File: src/rx_read_pkg.sv
// Constants and shared types for the receive multi-PHY read port
package rx_read_pkg;

  // ---------------------------------------------------------------
  // Sizes
  // ---------------------------------------------------------------
  localparam int NUM_PORTS = 4;
  localparam int ADDR_W = 5;
  localparam int DATA_W = 16;
  localparam int PORT_W = 2;
  // Buffer entry: {has_data, sop, data}
  localparam int BUF_W = DATA_W + 2;
  localparam int BUF_DEPTH = 2;
  localparam int BUF_SOP_BIT = DATA_W;
  localparam int BUF_HAS_BIT = DATA_W + 1;

  // ---------------------------------------------------------------
  // Addresses and reset values
  // ---------------------------------------------------------------
  localparam logic [ADDR_W-1:0] NULL_ADDR = 5'h1f;
  localparam logic [ADDR_W-1:0] SEL_RESET = NULL_ADDR;
  localparam logic [ADDR_W-1:0] PORT_COUNT_ADDR = 5'h04;
  localparam logic [1:0] BUF_COUNT_RESET = 2'h0;

  // Pin sampler: rfclk, renb_n, radr[4:0]
  localparam int PIN_W = ADDR_W + 2;
  localparam int PIN_CLK_BIT = ADDR_W + 1;
  localparam int PIN_ENB_BIT = ADDR_W;

  // Word fetch sequencer
  typedef enum logic [1:0] {
    FETCH_IDLE,
    FETCH_ASK,
    FETCH_TAKE
  } fetch_e;

endpackage

File: src/word_buffer.sv
// Two-entry valid/ready buffer in the receive data path
`timescale 1ns/1ps
module word_buffer (
  input wire logic ref_clk,
  input wire logic srst,
  input wire logic in_valid,
  output logic in_ready,
  input wire logic [rx_read_pkg::BUF_W-1:0] in_data,
  output logic out_valid,
  input wire logic out_ready,
  output logic [rx_read_pkg::BUF_W-1:0] out_data
);
  import rx_read_pkg::*;

  typedef struct packed {
    logic [BUF_DEPTH-1:0][BUF_W-1:0] mem;
    logic wr_ptr;
    logic rd_ptr;
    logic [1:0] count;
  } buf_s;

  buf_s st_reg;
  buf_s st_next;
  logic push;
  logic pop;

  // ---------------------------------------------------------------
  // Flags come straight from the count, so full and empty are honest
  // ---------------------------------------------------------------
  assign in_ready = (st_reg.count != 2'(BUF_DEPTH));
  assign out_valid = (st_reg.count != 2'h0);
  assign out_data = st_reg.mem[st_reg.rd_ptr];
  assign push = in_valid & in_ready;
  assign pop = out_valid & out_ready;

  // Next state; push and pop may share a cycle
  always_comb begin
    st_next = st_reg;
    if (push) begin
      st_next.mem[st_reg.wr_ptr] = in_data;
      st_next.wr_ptr = ~st_reg.wr_ptr;
    end
    if (pop) begin
      st_next.rd_ptr = ~st_reg.rd_ptr;
    end
    if (push && !pop) begin
      st_next.count = st_reg.count + 2'h1;
    end else if (pop && !push) begin
      st_next.count = st_reg.count - 2'h1;
    end
    if (srst) begin
      st_next = '0;
      st_next.count = BUF_COUNT_RESET;
    end
  end

  // State register
  always_ff @(posedge ref_clk) begin
    st_reg <= st_next;
  end

endmodule

File: src/rx_multiphy_read_port.sv
// Receive multi-PHY read port: link-side pins over four receive FIFOs
`timescale 1ns/1ps
module rx_multiphy_read_port (
  input wire logic ref_clk,
  input wire logic srst,
  // Mode straps from core logic, same clock
  input wire logic cell_mode,
  input wire logic byte_level,
  input wire logic parity_odd,
  // Link pins; inputs asynchronous to ref_clk, outputs registered on it
  input wire logic rfclk,
  input wire logic renb_n,
  input wire logic [rx_read_pkg::ADDR_W-1:0] radr,
  output logic [rx_read_pkg::DATA_W-1:0] rdat_o,
  output logic rdat_oe,
  output logic rprty_o,
  output logic rprty_oe,
  output logic rsop_o,
  output logic rsop_oe,
  output logic rval,
  output logic rpa_o,
  output logic rpa_oe,
  output logic [rx_read_pkg::NUM_PORTS-1:0] direct_packet_avail,
  // Receive FIFO side, one stream per port
  input wire logic [rx_read_pkg::NUM_PORTS-1:0] port_valid,
  input wire logic [rx_read_pkg::NUM_PORTS-1:0] port_sop,
  input wire logic [rx_read_pkg::NUM_PORTS*rx_read_pkg::DATA_W-1:0]
    port_data,
  input wire logic [rx_read_pkg::NUM_PORTS-1:0] pkt_avail,
  output logic [rx_read_pkg::NUM_PORTS-1:0] port_ready
);
  import rx_read_pkg::*;

  // ---------------------------------------------------------------
  // State
  // ---------------------------------------------------------------
  typedef struct packed {
    logic [PIN_W-1:0] s1;
    logic [PIN_W-1:0] s2;
    logic [PIN_W-1:0] s3;
    logic [PIN_W-1:0] filt;
    logic clk_prev;
    logic [ADDR_W-1:0] sel;
    fetch_e fetch;
    logic [PORT_W-1:0] fetch_port;
    logic drive_pend;
    logic [DATA_W-1:0] dat;
    logic dat_oe;
    logic prty;
    logic prty_oe;
    logic sop;
    logic sop_oe;
    logic val;
    logic rpa;
    logic rpa_oe;
    logic [NUM_PORTS-1:0] dpa;
    logic [NUM_PORTS-1:0] rdy;
  } port_s;

  port_s st_reg;
  port_s st_next;

  logic buf_in_valid;
  logic buf_in_ready;
  logic [BUF_W-1:0] buf_in_data;
  logic buf_out_valid;
  logic buf_out_ready;
  logic [BUF_W-1:0] buf_out_data;

  // Sampled link view from the filtered stage, plus mode, target and FIFO word helpers
  logic link_rise;
  logic enb_f;
  logic [ADDR_W-1:0] adr_f;
  logic pkt_level;
  logic [ADDR_W-1:0] target;
  logic [DATA_W-1:0] take_data;

  // Address decode: the null address is all ones and never below the
  // port count, so it can never alias onto a port
  function automatic logic owned(input logic [ADDR_W-1:0] a);
    owned = (a < PORT_COUNT_ADDR);
  endfunction

  // ---------------------------------------------------------------
  // Link view
  // ---------------------------------------------------------------
  // The interface clock is sampled like any pin; its rising edge is
  // taken from the filtered copy, and renb/radr travel through the same
  // stages so they stay aligned with it.
  assign link_rise = st_reg.filt[PIN_CLK_BIT] & ~st_reg.clk_prev;
  assign enb_f = ~st_reg.filt[PIN_ENB_BIT];
  assign adr_f = st_reg.filt[ADDR_W-1:0];
  assign pkt_level = ~cell_mode & ~byte_level;
  // Byte-level reads the port named this cycle, other styles the latch
  assign target = (byte_level && !cell_mode) ? adr_f : st_reg.sel;

  // Fetch path into the buffer; an empty FIFO still yields an entry
  // marked as no-data, so the output stage always gets an answer
  assign take_data = port_data[st_reg.fetch_port*DATA_W +: DATA_W];
  assign buf_in_valid = (st_reg.fetch == FETCH_TAKE);
  assign buf_in_data = {port_valid[st_reg.fetch_port],
                        port_sop[st_reg.fetch_port] &
                        port_valid[st_reg.fetch_port],
                        take_data};
  // Output stage drains only when a read edge is still unanswered
  assign buf_out_ready = st_reg.drive_pend;

  // ---------------------------------------------------------------
  // Next state
  // ---------------------------------------------------------------
  always_comb begin
    st_next = st_reg;
    st_next.rdy = '0;

    // Three-stage sampler; a bit rises once stages two and three agree high and clears as soon as they differ
    st_next.s1 = {rfclk, renb_n, radr};
    st_next.s2 = st_reg.s1;
    st_next.s3 = st_reg.s2;
    st_next.filt = (st_reg.s2 & st_reg.s3) |
                   (st_reg.filt & ~(st_reg.s2 ^ st_reg.s3));
    st_next.clk_prev = st_reg.filt[PIN_CLK_BIT];

    // Direct availability outputs follow the FIFO flags every cycle
    st_next.dpa = pkt_avail;

    // Link edge handling
    if (link_rise) begin
      if (enb_f) begin
        // Read cycle
        if (byte_level && !cell_mode) begin
          st_next.sel = adr_f;
        end
        if (owned(target)) begin
          st_next.fetch = FETCH_ASK;
          st_next.fetch_port = target[PORT_W-1:0];
          st_next.drive_pend = 1'b1;
        end else begin
          // Null or foreign address: float data, parity and start flag, nothing valid
          st_next.dat_oe = 1'b0;
          st_next.prty_oe = 1'b0;
          st_next.sop_oe = 1'b0;
          st_next.val = 1'b0;
        end
      end else begin
        // Enable high: no read, data, parity and start flag float, valid drops
        st_next.dat_oe = 1'b0;
        st_next.prty_oe = 1'b0;
        st_next.sop_oe = 1'b0;
        st_next.val = 1'b0;
        st_next.drive_pend = 1'b0;
        if (!(byte_level && !cell_mode)) begin
          // Cell mode and packet-level select here; byte-level does not
          st_next.sel = adr_f;
        end
      end

      // Polling answers in packet-level in both phases; the selection
      // only moves in the selection phase handled above
      if (pkt_level) begin
        st_next.rpa_oe = owned(adr_f);
        st_next.rpa = owned(adr_f) & pkt_avail[adr_f[PORT_W-1:0]];
      end else begin
        st_next.rpa_oe = 1'b0;
        st_next.rpa = 1'b0;
      end
    end

    // Fetch sequencer: ask only when the buffer has room, so the word
    // popped from the FIFO always has a place to land
    unique case (st_reg.fetch)
      FETCH_IDLE: begin
      end
      FETCH_ASK: begin
        if (buf_in_ready) begin
          st_next.rdy[st_reg.fetch_port] = 1'b1;
          st_next.fetch = FETCH_TAKE;
        end
      end
      FETCH_TAKE: begin
        st_next.fetch = FETCH_IDLE;
      end
      default: begin
        st_next.fetch = FETCH_IDLE;
      end
    endcase

    // Output stage loads the answer for the last read edge. Enable may
    // rise again right after that edge; the word is already out of its
    // FIFO, so it is still shown and only the next edge floats the pins.
    if (st_reg.drive_pend && buf_out_valid) begin
      st_next.drive_pend = 1'b0;
      st_next.dat = buf_out_data[DATA_W-1:0];
      st_next.prty = (^buf_out_data[DATA_W-1:0]) ^ parity_odd;
      st_next.sop = buf_out_data[BUF_SOP_BIT] &
                    buf_out_data[BUF_HAS_BIT];
      st_next.val = buf_out_data[BUF_HAS_BIT];
      st_next.dat_oe = 1'b1;
      st_next.prty_oe = 1'b1;
      st_next.sop_oe = 1'b1;
    end

    if (srst) begin
      st_next = '0;
      st_next.sel = SEL_RESET;
      st_next.fetch = FETCH_IDLE;
    end
  end

  // ---------------------------------------------------------------
  // State register
  // ---------------------------------------------------------------
  always_ff @(posedge ref_clk) begin
    st_reg <= st_next;
  end

  // ---------------------------------------------------------------
  // Data path buffer
  // ---------------------------------------------------------------
  // Two entries absorb a late drain: a fetched word waits here if the
  // output stage is not yet due, instead of being dropped.
  word_buffer u_buf (
    .ref_clk(ref_clk),
    .srst(srst),
    .in_valid(buf_in_valid),
    .in_ready(buf_in_ready),
    .in_data(buf_in_data),
    .out_valid(buf_out_valid),
    .out_ready(buf_out_ready),
    .out_data(buf_out_data)
  );

  // ---------------------------------------------------------------
  // Outputs, all straight from the state register
  // ---------------------------------------------------------------
  assign rdat_o = st_reg.dat;
  assign rdat_oe = st_reg.dat_oe;
  assign rprty_o = st_reg.prty;
  assign rprty_oe = st_reg.prty_oe;
  assign rsop_o = st_reg.sop;
  assign rsop_oe = st_reg.sop_oe;
  assign rval = st_reg.val;
  assign rpa_o = st_reg.rpa;
  assign rpa_oe = st_reg.rpa_oe;
  assign direct_packet_avail = st_reg.dpa;
  assign port_ready = st_reg.rdy;

endmodule

File: config.mk
export PLATFORM = sky130hd
export DESIGN_NAME = rx_multiphy_read_port
export DESIGN_NICKNAME = d
export VERILOG_FILES = /design/src/rx_read_pkg.sv /design/src/word_buffer.sv /design/src/rx_multiphy_read_port.sv
export SDC_FILE = /design/constraint.sdc
export NUM_CORES = 1
export LEC_CHECK = 0
export BUFFER_PORTS_ARGS = -buffer_cell sky130_fd_sc_hd__buf_2
export CAP_MARGIN = 20
export CORE_ASPECT_RATIO = 1.5
export CORE_MARGIN = 10
export CORE_UTILIZATION = 40
export CTS_BUF_LIST = sky130_fd_sc_hd__clkbuf_16
export CTS_CLUSTER_SIZE = 20
export DETAILED_ROUTE_END_ITERATION = 8
export PLACE_DENSITY = 0.71
export SLEW_MARGIN = 0
export SYNTH_ARGS = -nofsm -noshare
export SYNTH_HDL_FRONTEND = slang
export SYNTH_SLANG_ARGS = --single-unit
File: constraint.sdc
create_clock -name ref_clk -period 2 [get_ports ref_clk]
set_input_delay 0.3 -clock ref_clk [delete_from_list [all_inputs] [get_ports ref_clk]]
set_output_delay 0.3 -clock ref_clk [all_outputs]
set_load 0.005 [all_outputs]
==> metrics.md, run 1 <==
| Metric | Value |
|---|---|
| Synth Area in Adders | 2.052% |
| CTS Root Cell | clkbuf_16 |
| R2R Setup Slk | 0.21 ns |
| Synth Area in Simple Gates | 15.91% |
| Finished Cell Area | 5748 um^2 |
| Reg area | 2183 um^2 |
| CP endpoint | u_buf.st_reg[32] |
| Met3 routed wirelength | 949 um |
| Most common cell after layout, fill and taps aside | buf_2 |
| Setup CP Type | flip-flop to flip-flop |
| Crit start category | flip-flop |
| # fillers | 1,143 |
| Seq/Total Area, Yosys | 44.74% |
| Post-synth cell types | 38 |
| Max_cap viols | 0 |
| DR vias/cell | 4.984 |
| Lkg Pwr | 2.316 nW |
| Slew HR | 72.67% |
| Antenna cells | 0 |
| Clock transition at the registers of the reported paths | 0.08 ns |
| Critical Path Sink Type | flip-flop |
| Tot Pwr | 0.004165 W |
| Post-CTS Repair Setup Buffers | 0 |
| Reg2Reg Depth | 4 |
| Pre-CTS setup slack | 0.1267 ns |
| Initial Utilization | 40.80% |
| Final min period | 1.792 ns |
| Cell Area, Placed | 5446 um^2 |
| Die extent in y | 155.2 um |
| Peak VDD IR | 0.0004255 V |
| Multi-input logic area | 2306 um^2 |
| Area grow syn2layout | 17.86% |
| Worst Hold Class | input port to flip-flop |
| CTS buffer count | 9 |
| Routed WL | 11.28 mm |
| Post-synthesis xor/xnor area fraction | 5.131% |
| Period utilisation layout | 89.60% |
| Worst path arrival time | 2.02 ns |
| Clock buffer depth | 2 |
| Initial antenna violation count | 0 |
| Rows | 49 |
| Skew-Pair Late Insertion Delay | 0.35 ns |
| Vias in the first global route | 3,837 |
| Yosys top cell by area | dfxtp_1 |
| Vias | 3,763 |
| Final WS setup | 0.2079 ns |
| NumNets Final | 693 |
| Global placement routability congestion | 0.8283 |
| Routed Antenna Nets | 0 |
| Area of the core | 11,960 um^2 |
| Router iterations before antenna repair | 4 |
| Final HPWL DP | 8.807 mm |
| Synthesized flop and latch total | 109 |
| Num ports | 120 |
| Layout cells sized above 1 | 29.40% |
| DRC viols | 0 |
| Gate count of the mapped netlist | 508 |
| First-pass GRT wire length | 17.90 mm |
| Post-synth top area share | 44.74% |
| Clock Skew | 0.005155 ns |
| M1 WL | 4.094 mm |
| CTS resizes | 0 |
| Outcome | completed |
| Most frequent cells in the layout | 118 x buf_2, 108 x dfxtp_1, 74 x nand2_1 |
| WL per Instance | 14.94 um |
| Combinational family with the most area after synthesis | simple AND/OR/NAND/NOR gates |
| DR WL met2 | 5.997 mm |
| Mapped cell area | 4877 um^2 |
| DR top layer | met4 |
| CTS tree | built |
| FF-to-FF Start | st_reg[33] |
| Worst setup path start | st_reg[33] |
| Ys flop type | dfxtp_1 |
| Hold buffers post-CTS | 0 |
| Synth area leaders | dfxtp_1 45%, mux4_2 8.8%, nand2_1 5.7% |
| Final hold violation count | 0 |
| Async set or reset register ratio after synthesis | 0% |
| RSZ-0062 raised after global routing | no |
| PwrDens | 724.6 nW/um^2 |
| Number of synthesized flops with an enable pin | 0 |
| Utilization after layout | 48.08% |
| Full die area | 17,100 um^2 |
| 1st-iter DRT viols | 126 |
| Mean Syn Cell Area | 9.601 um^2 |
| Final TNS setup | 0 ns |
| Port buffer count | 119 |
| CTS Sinks | 109 |
| Worst slew pin tran | 0.4100 ns |
| Max FO, Critical Path | 18 |
| Req. time, crit path | 2.22 ns |
| Warning count from the yosys run | 0 |
| Max reg flops | 40 |
| Fmax | 558.0 MHz |
| Pin count of the biggest net entering global routing | 41 |
| Die W | 110.2 um |
| Total global-route track usage | 13.09% |
| H-tree levels | 3 |
| GRT overflow | 0 |
| Setup-failing EPs final | 0 |
| FF-to-FF End | u_buf.st_reg[32] |
| Post-synthesis mux area share | 14.34% |
| Synthesized net count | 604 |
| Final Max Slew Viols | 0 |
| Compound-gate portion of the synthesized area | 9.851% |
[cell type report]
| cell class | count | share of cell area, % |
|---|---|---|
| flip-flops and latches | 109 | 37.98 |
| inverters | 11 | 0.7183 |
| multi-input cells | 330 | 40.12 |
| clock buffers | 9 | 3.918 |
| clock inverters | 7 | 1.306 |
| well taps | 153 | 3.330 |
| repair buffers | 136 | 12.63 |
[worst min path at each step]
| stage | from | endpoint | cells after the start |
|---|---|---|---|
| CTS | renb_n | st_reg[69] | 2 |
| floorplan | st_reg[64] | st_reg[57] | 1 |
| detailed placement | st_reg[70] | st_reg[63] | 1 |
| global placement | st_reg[68] | st_reg[61] | 1 |
| global route | radr[1] | st_reg[65] | 2 |
| finish | radr[4] | st_reg[68] | 2 |
[report_power, final]
part	switching, W	leakage, nW	internal (W)
sequential	0.00000744	0.883	0.00219
combinational	0.0000915	1.29	0.000117
clock	0.000867	0.145	0.000891
[synth_stat cells, types with 2 or more instances]
| cell | number |
|---|---|
| nor2b_1 | 31 |
| mux4_2 | 19 |
| o21ai_0 | 2 |
| xor2_1 | 14 |
| a21oi_1 | 54 |
| ha_1 | 8 |
| a211o_1 | 5 |
| xnor2_1 | 12 |
| inv_1 | 11 |
| dfxtp_1 | 109 |
| a211oi_1 | 17 |
| nand2_1 | 74 |
| clkbuf_1 | 17 |
| buf_1 | 3 |
| nor2_1 | 44 |
| buf_4 | 28 |
| nand2b_1 | 3 |
| mux2i_1 | 26 |
| buf_6 | 2 |
| or3_1 | 2 |
| nor3_1 | 3 |
| buf_2 | 8 |
[through the flow]
step / instances / hold WS [ns]
after floorplan: 508 / 0.4138
after global placement: 739 / 0.4216
after detailed placement: 739 / 0.4326
after CTS: 755 / 0.1452
after global routing: 755 / 0.1574
final: 755 / 0.1555
[per-layer routing]
layer	up-vias	track usage, %
li1	1870	-
met1	1780	13.26
met2	94	23.96
met3	19	4.218
met4	0	4.788
met5	-	0
[cells by family after synthesis]
kind of cell	Yosys count
xor gates and xnor gates	27
adders and majority gates	8
AOI/OAI and AO/OA	82
buffers and inverters	69
muxes	46
and+or+nand+nor	167
DFF	109
[critical path, cell delays in order, from the launching register on]
cell,delay (ns)
dfxtp_1,0.52
buf_4,0.39
mux4_2,0.59
nand2_1,0.10
a21oi_1,0.06
No activity file was read; power rests on OpenSTA's default activity.
==> inputs of run 2 (changes only) <==
--- a/config.mk
+++ b/config.mk
@@ -5,7 +5,7 @@
 export SDC_FILE = /design/constraint.sdc
 export NUM_CORES = 1
 export LEC_CHECK = 0
-export BUFFER_PORTS_ARGS = -buffer_cell sky130_fd_sc_hd__buf_2
+export BUFFER_PORTS_ARGS = -buffer_cell sky130_fd_sc_hd__clkbuf_2
 export CAP_MARGIN = 20
 export CORE_ASPECT_RATIO = 1.5
 export CORE_MARGIN = 10
==> run 2 against run 1 <==
Effect of this change: count of clock-buffer cells in the layout unchanged; combinational power about the same; via count down 1.4%; sequential power about the same; final cell count unchanged; highest routed layer unchanged; critical path type unchanged; routed wire length up 0.51%; sequential cell count unchanged.
==> metrics.md, run 2 (synthesis results as in run 1) <==
| Metric | Value |
|---|---|
| Crit-path slowest cell | dfxtp_1 |
| CTS tree | built |
| Skew-Pair Late Insertion Delay | 0.35 ns |
| Peak VDD IR | 0.0005695 V |
| GRT overflow | 0 |
| Antenna cells | 0 |
| Critical Path Sink Type | flip-flop |
| RSZ-0062 raised after global routing | no |
| Layout cells sized above 1 | 29.24% |
| Final TNS setup | 0 ns |
| Max reg flops | 40 |
| Clock Skew | 0.006336 ns |
| PwrDens | 717.3 nW/um^2 |
| Vias | 3,712 |
| Total global-route track usage | 13.29% |
| Final HPWL DP | 8.833 mm |
| Die W | 110.2 um |
| Area grow syn2layout | 17.60% |
| Slew HR | 72.69% |
| DRC viols | 0 |
| Outcome | completed |
| Hold buffers post-CTS | 0 |
| First-pass GRT wire length | 18.08 mm |
| Port buffer count | 119 |
| Final min period | 1.861 ns |
| Crit start category | flip-flop |
| Initial Utilization | 40.80% |
| NumNets Final | 693 |
| Lkg Pwr | 2.298 nW |
| Final Max Slew Viols | 0 |
| Worst path bufs/invs | 1 |
| Reg2Reg Depth | 7 |
| CTS resizes | 0 |
| CTS buffer count | 9 |
| Hold path startpoint | radr[1] |
| Largest stage delay on the critical path | 0.57 ns |
| Full die area | 17,100 um^2 |
| CTS Sinks | 109 |
| Most frequent cells in the layout | 118 x clkbuf_2, 109 x dfxtp_1, 74 x nand2_1 |
| Rows | 49 |
| Utilization after layout | 47.97% |
| Final WS setup | 0.1388 ns |
| Global placement routability congestion | 0.8406 |
| CP cell instances | buf_4 -> mux2i_1 -> xnor2_1 -> xnor2_1 -> xnor3_1 -> nand2_1 -> a21oi_1 |
| Req. time, crit path | 2.23 ns |
| Area of the core | 11,960 um^2 |
| Initial antenna violation count | 0 |
| Routed WL | 11.34 mm |
| Routed Antenna Nets | 0 |
| Pin count of the biggest net entering global routing | 41 |
| R2R Setup Slk | 0.14 ns |
| Most common cell after layout, fill and taps aside | clkbuf_2 |
| FF-to-FF End | rprty_o |
| H-tree levels | 3 |
| Die extent in y | 155.2 um |
| Most frequent CP cell | xnor2_1 |
| Post-CTS Repair Setup Buffers | 0 |
| Setup-failing EPs final | 0 |
| Fmax | 537.3 MHz |
| WHS Path Cells | 2 |
| Pre-CTS setup slack | 0.1598 ns |
| DR vias/cell | 4.917 |
| Worst slew pin tran | 0.4097 ns |
| Setup CP Type | flip-flop to flip-flop |
| Worst Hold Class | input port to flip-flop |
| Clock buffer depth | 2 |
| Final hold violation count | 0 |
| CTS Root Cell | clkbuf_16 |
| WL per Instance | 15.02 um |
| Period utilisation layout | 93.06% |
| Max FO, Critical Path | 9 |
| 1st-iter DRT viols | 133 |
| Clock transition at the registers of the reported paths | 0.08 ns |
| Router iterations before antenna repair | 4 |
| End of the worst hold path | st_reg[65] |
| FF-to-FF Start | u_buf.st_reg[2] |
| Cell family with most CP delay | flip-flops |
| Worst path arrival time | 2.09 ns |
| Max_cap viols | 0 |
| Vias in the first global route | 3,854 |
| Num ports | 120 |
## run 2: metrics by stage
stage | hold slack [ns] | instance area [um^2] | total power, W | std cells
2_1_floorplan | 0.4138 | 4877 | 0.002356 | 508
3_5_place_dp | 0.4245 | 5446 | 0.002460 | 739
3_3_place_gp | 0.4191 | 5446 | 0.002452 | 739
4_1_cts | 0.1489 | 5736 | 0.004163 | 755
6_report | 0.1586 | 5736 | 0.004114 | 755
5_1_grt | 0.1719 | 5736 | 0.004278 | 755
## run 2: worst max path at each step
| stage | startpoint | to | slack [ns] | depth (start not counted) |
|---|---|---|---|---|
| after CTS | u_buf.st_reg[2] | rprty_o | 0.13 | 7 |
| after global placement | u_buf.st_reg[2] | rprty_o | 0.21 | 7 |
| after detailed placement | u_buf.st_reg[2] | rprty_o | 0.16 | 7 |
| after global routing | u_buf.st_reg[2] | rprty_o | 0.01 | 7 |
| after floorplan | u_buf.st_reg[0] | u_buf.st_reg[1] | 0.37 | 6 |
| final | u_buf.st_reg[2] | rprty_o | 0.14 | 7 |
## run 2: worst reg2reg max path: stages, from the launching register on
cell and delay, ns:
dfxtp_1 0.57, buf_4 0.26, mux2i_1 0.24, xnor2_1 0.16, xnor2_1 0.15, xnor3_1 0.23, nand2_1 0.08, a21oi_1 0.06
## run 2: area by class of cell
type,count,area (um^2)
Timing Repair Buffer,136,725.7
Clock inverter,7,63.81
Tap cell,153,191.4
Sequential cell,109,2182
Clock buffer,9,225.2
Multi-Input combinational cell,330,2306
Fill cell,1137,6220
Inverter,11,41.29
## run 2: layer usage
metal	GRT usage [%]	part of all wire, %
met1	13.64	37
met2	24.02	54
met3	3.846	7.2
met4	5.709	2.4
met5	0	0
## run 2: report_power, final
part | internal (W) | switching, W
Sequential | 0.00219 | 0.00000773
Combinational | 0.000118 | 0.0000895
Clock | 0.000875 | 0.000833
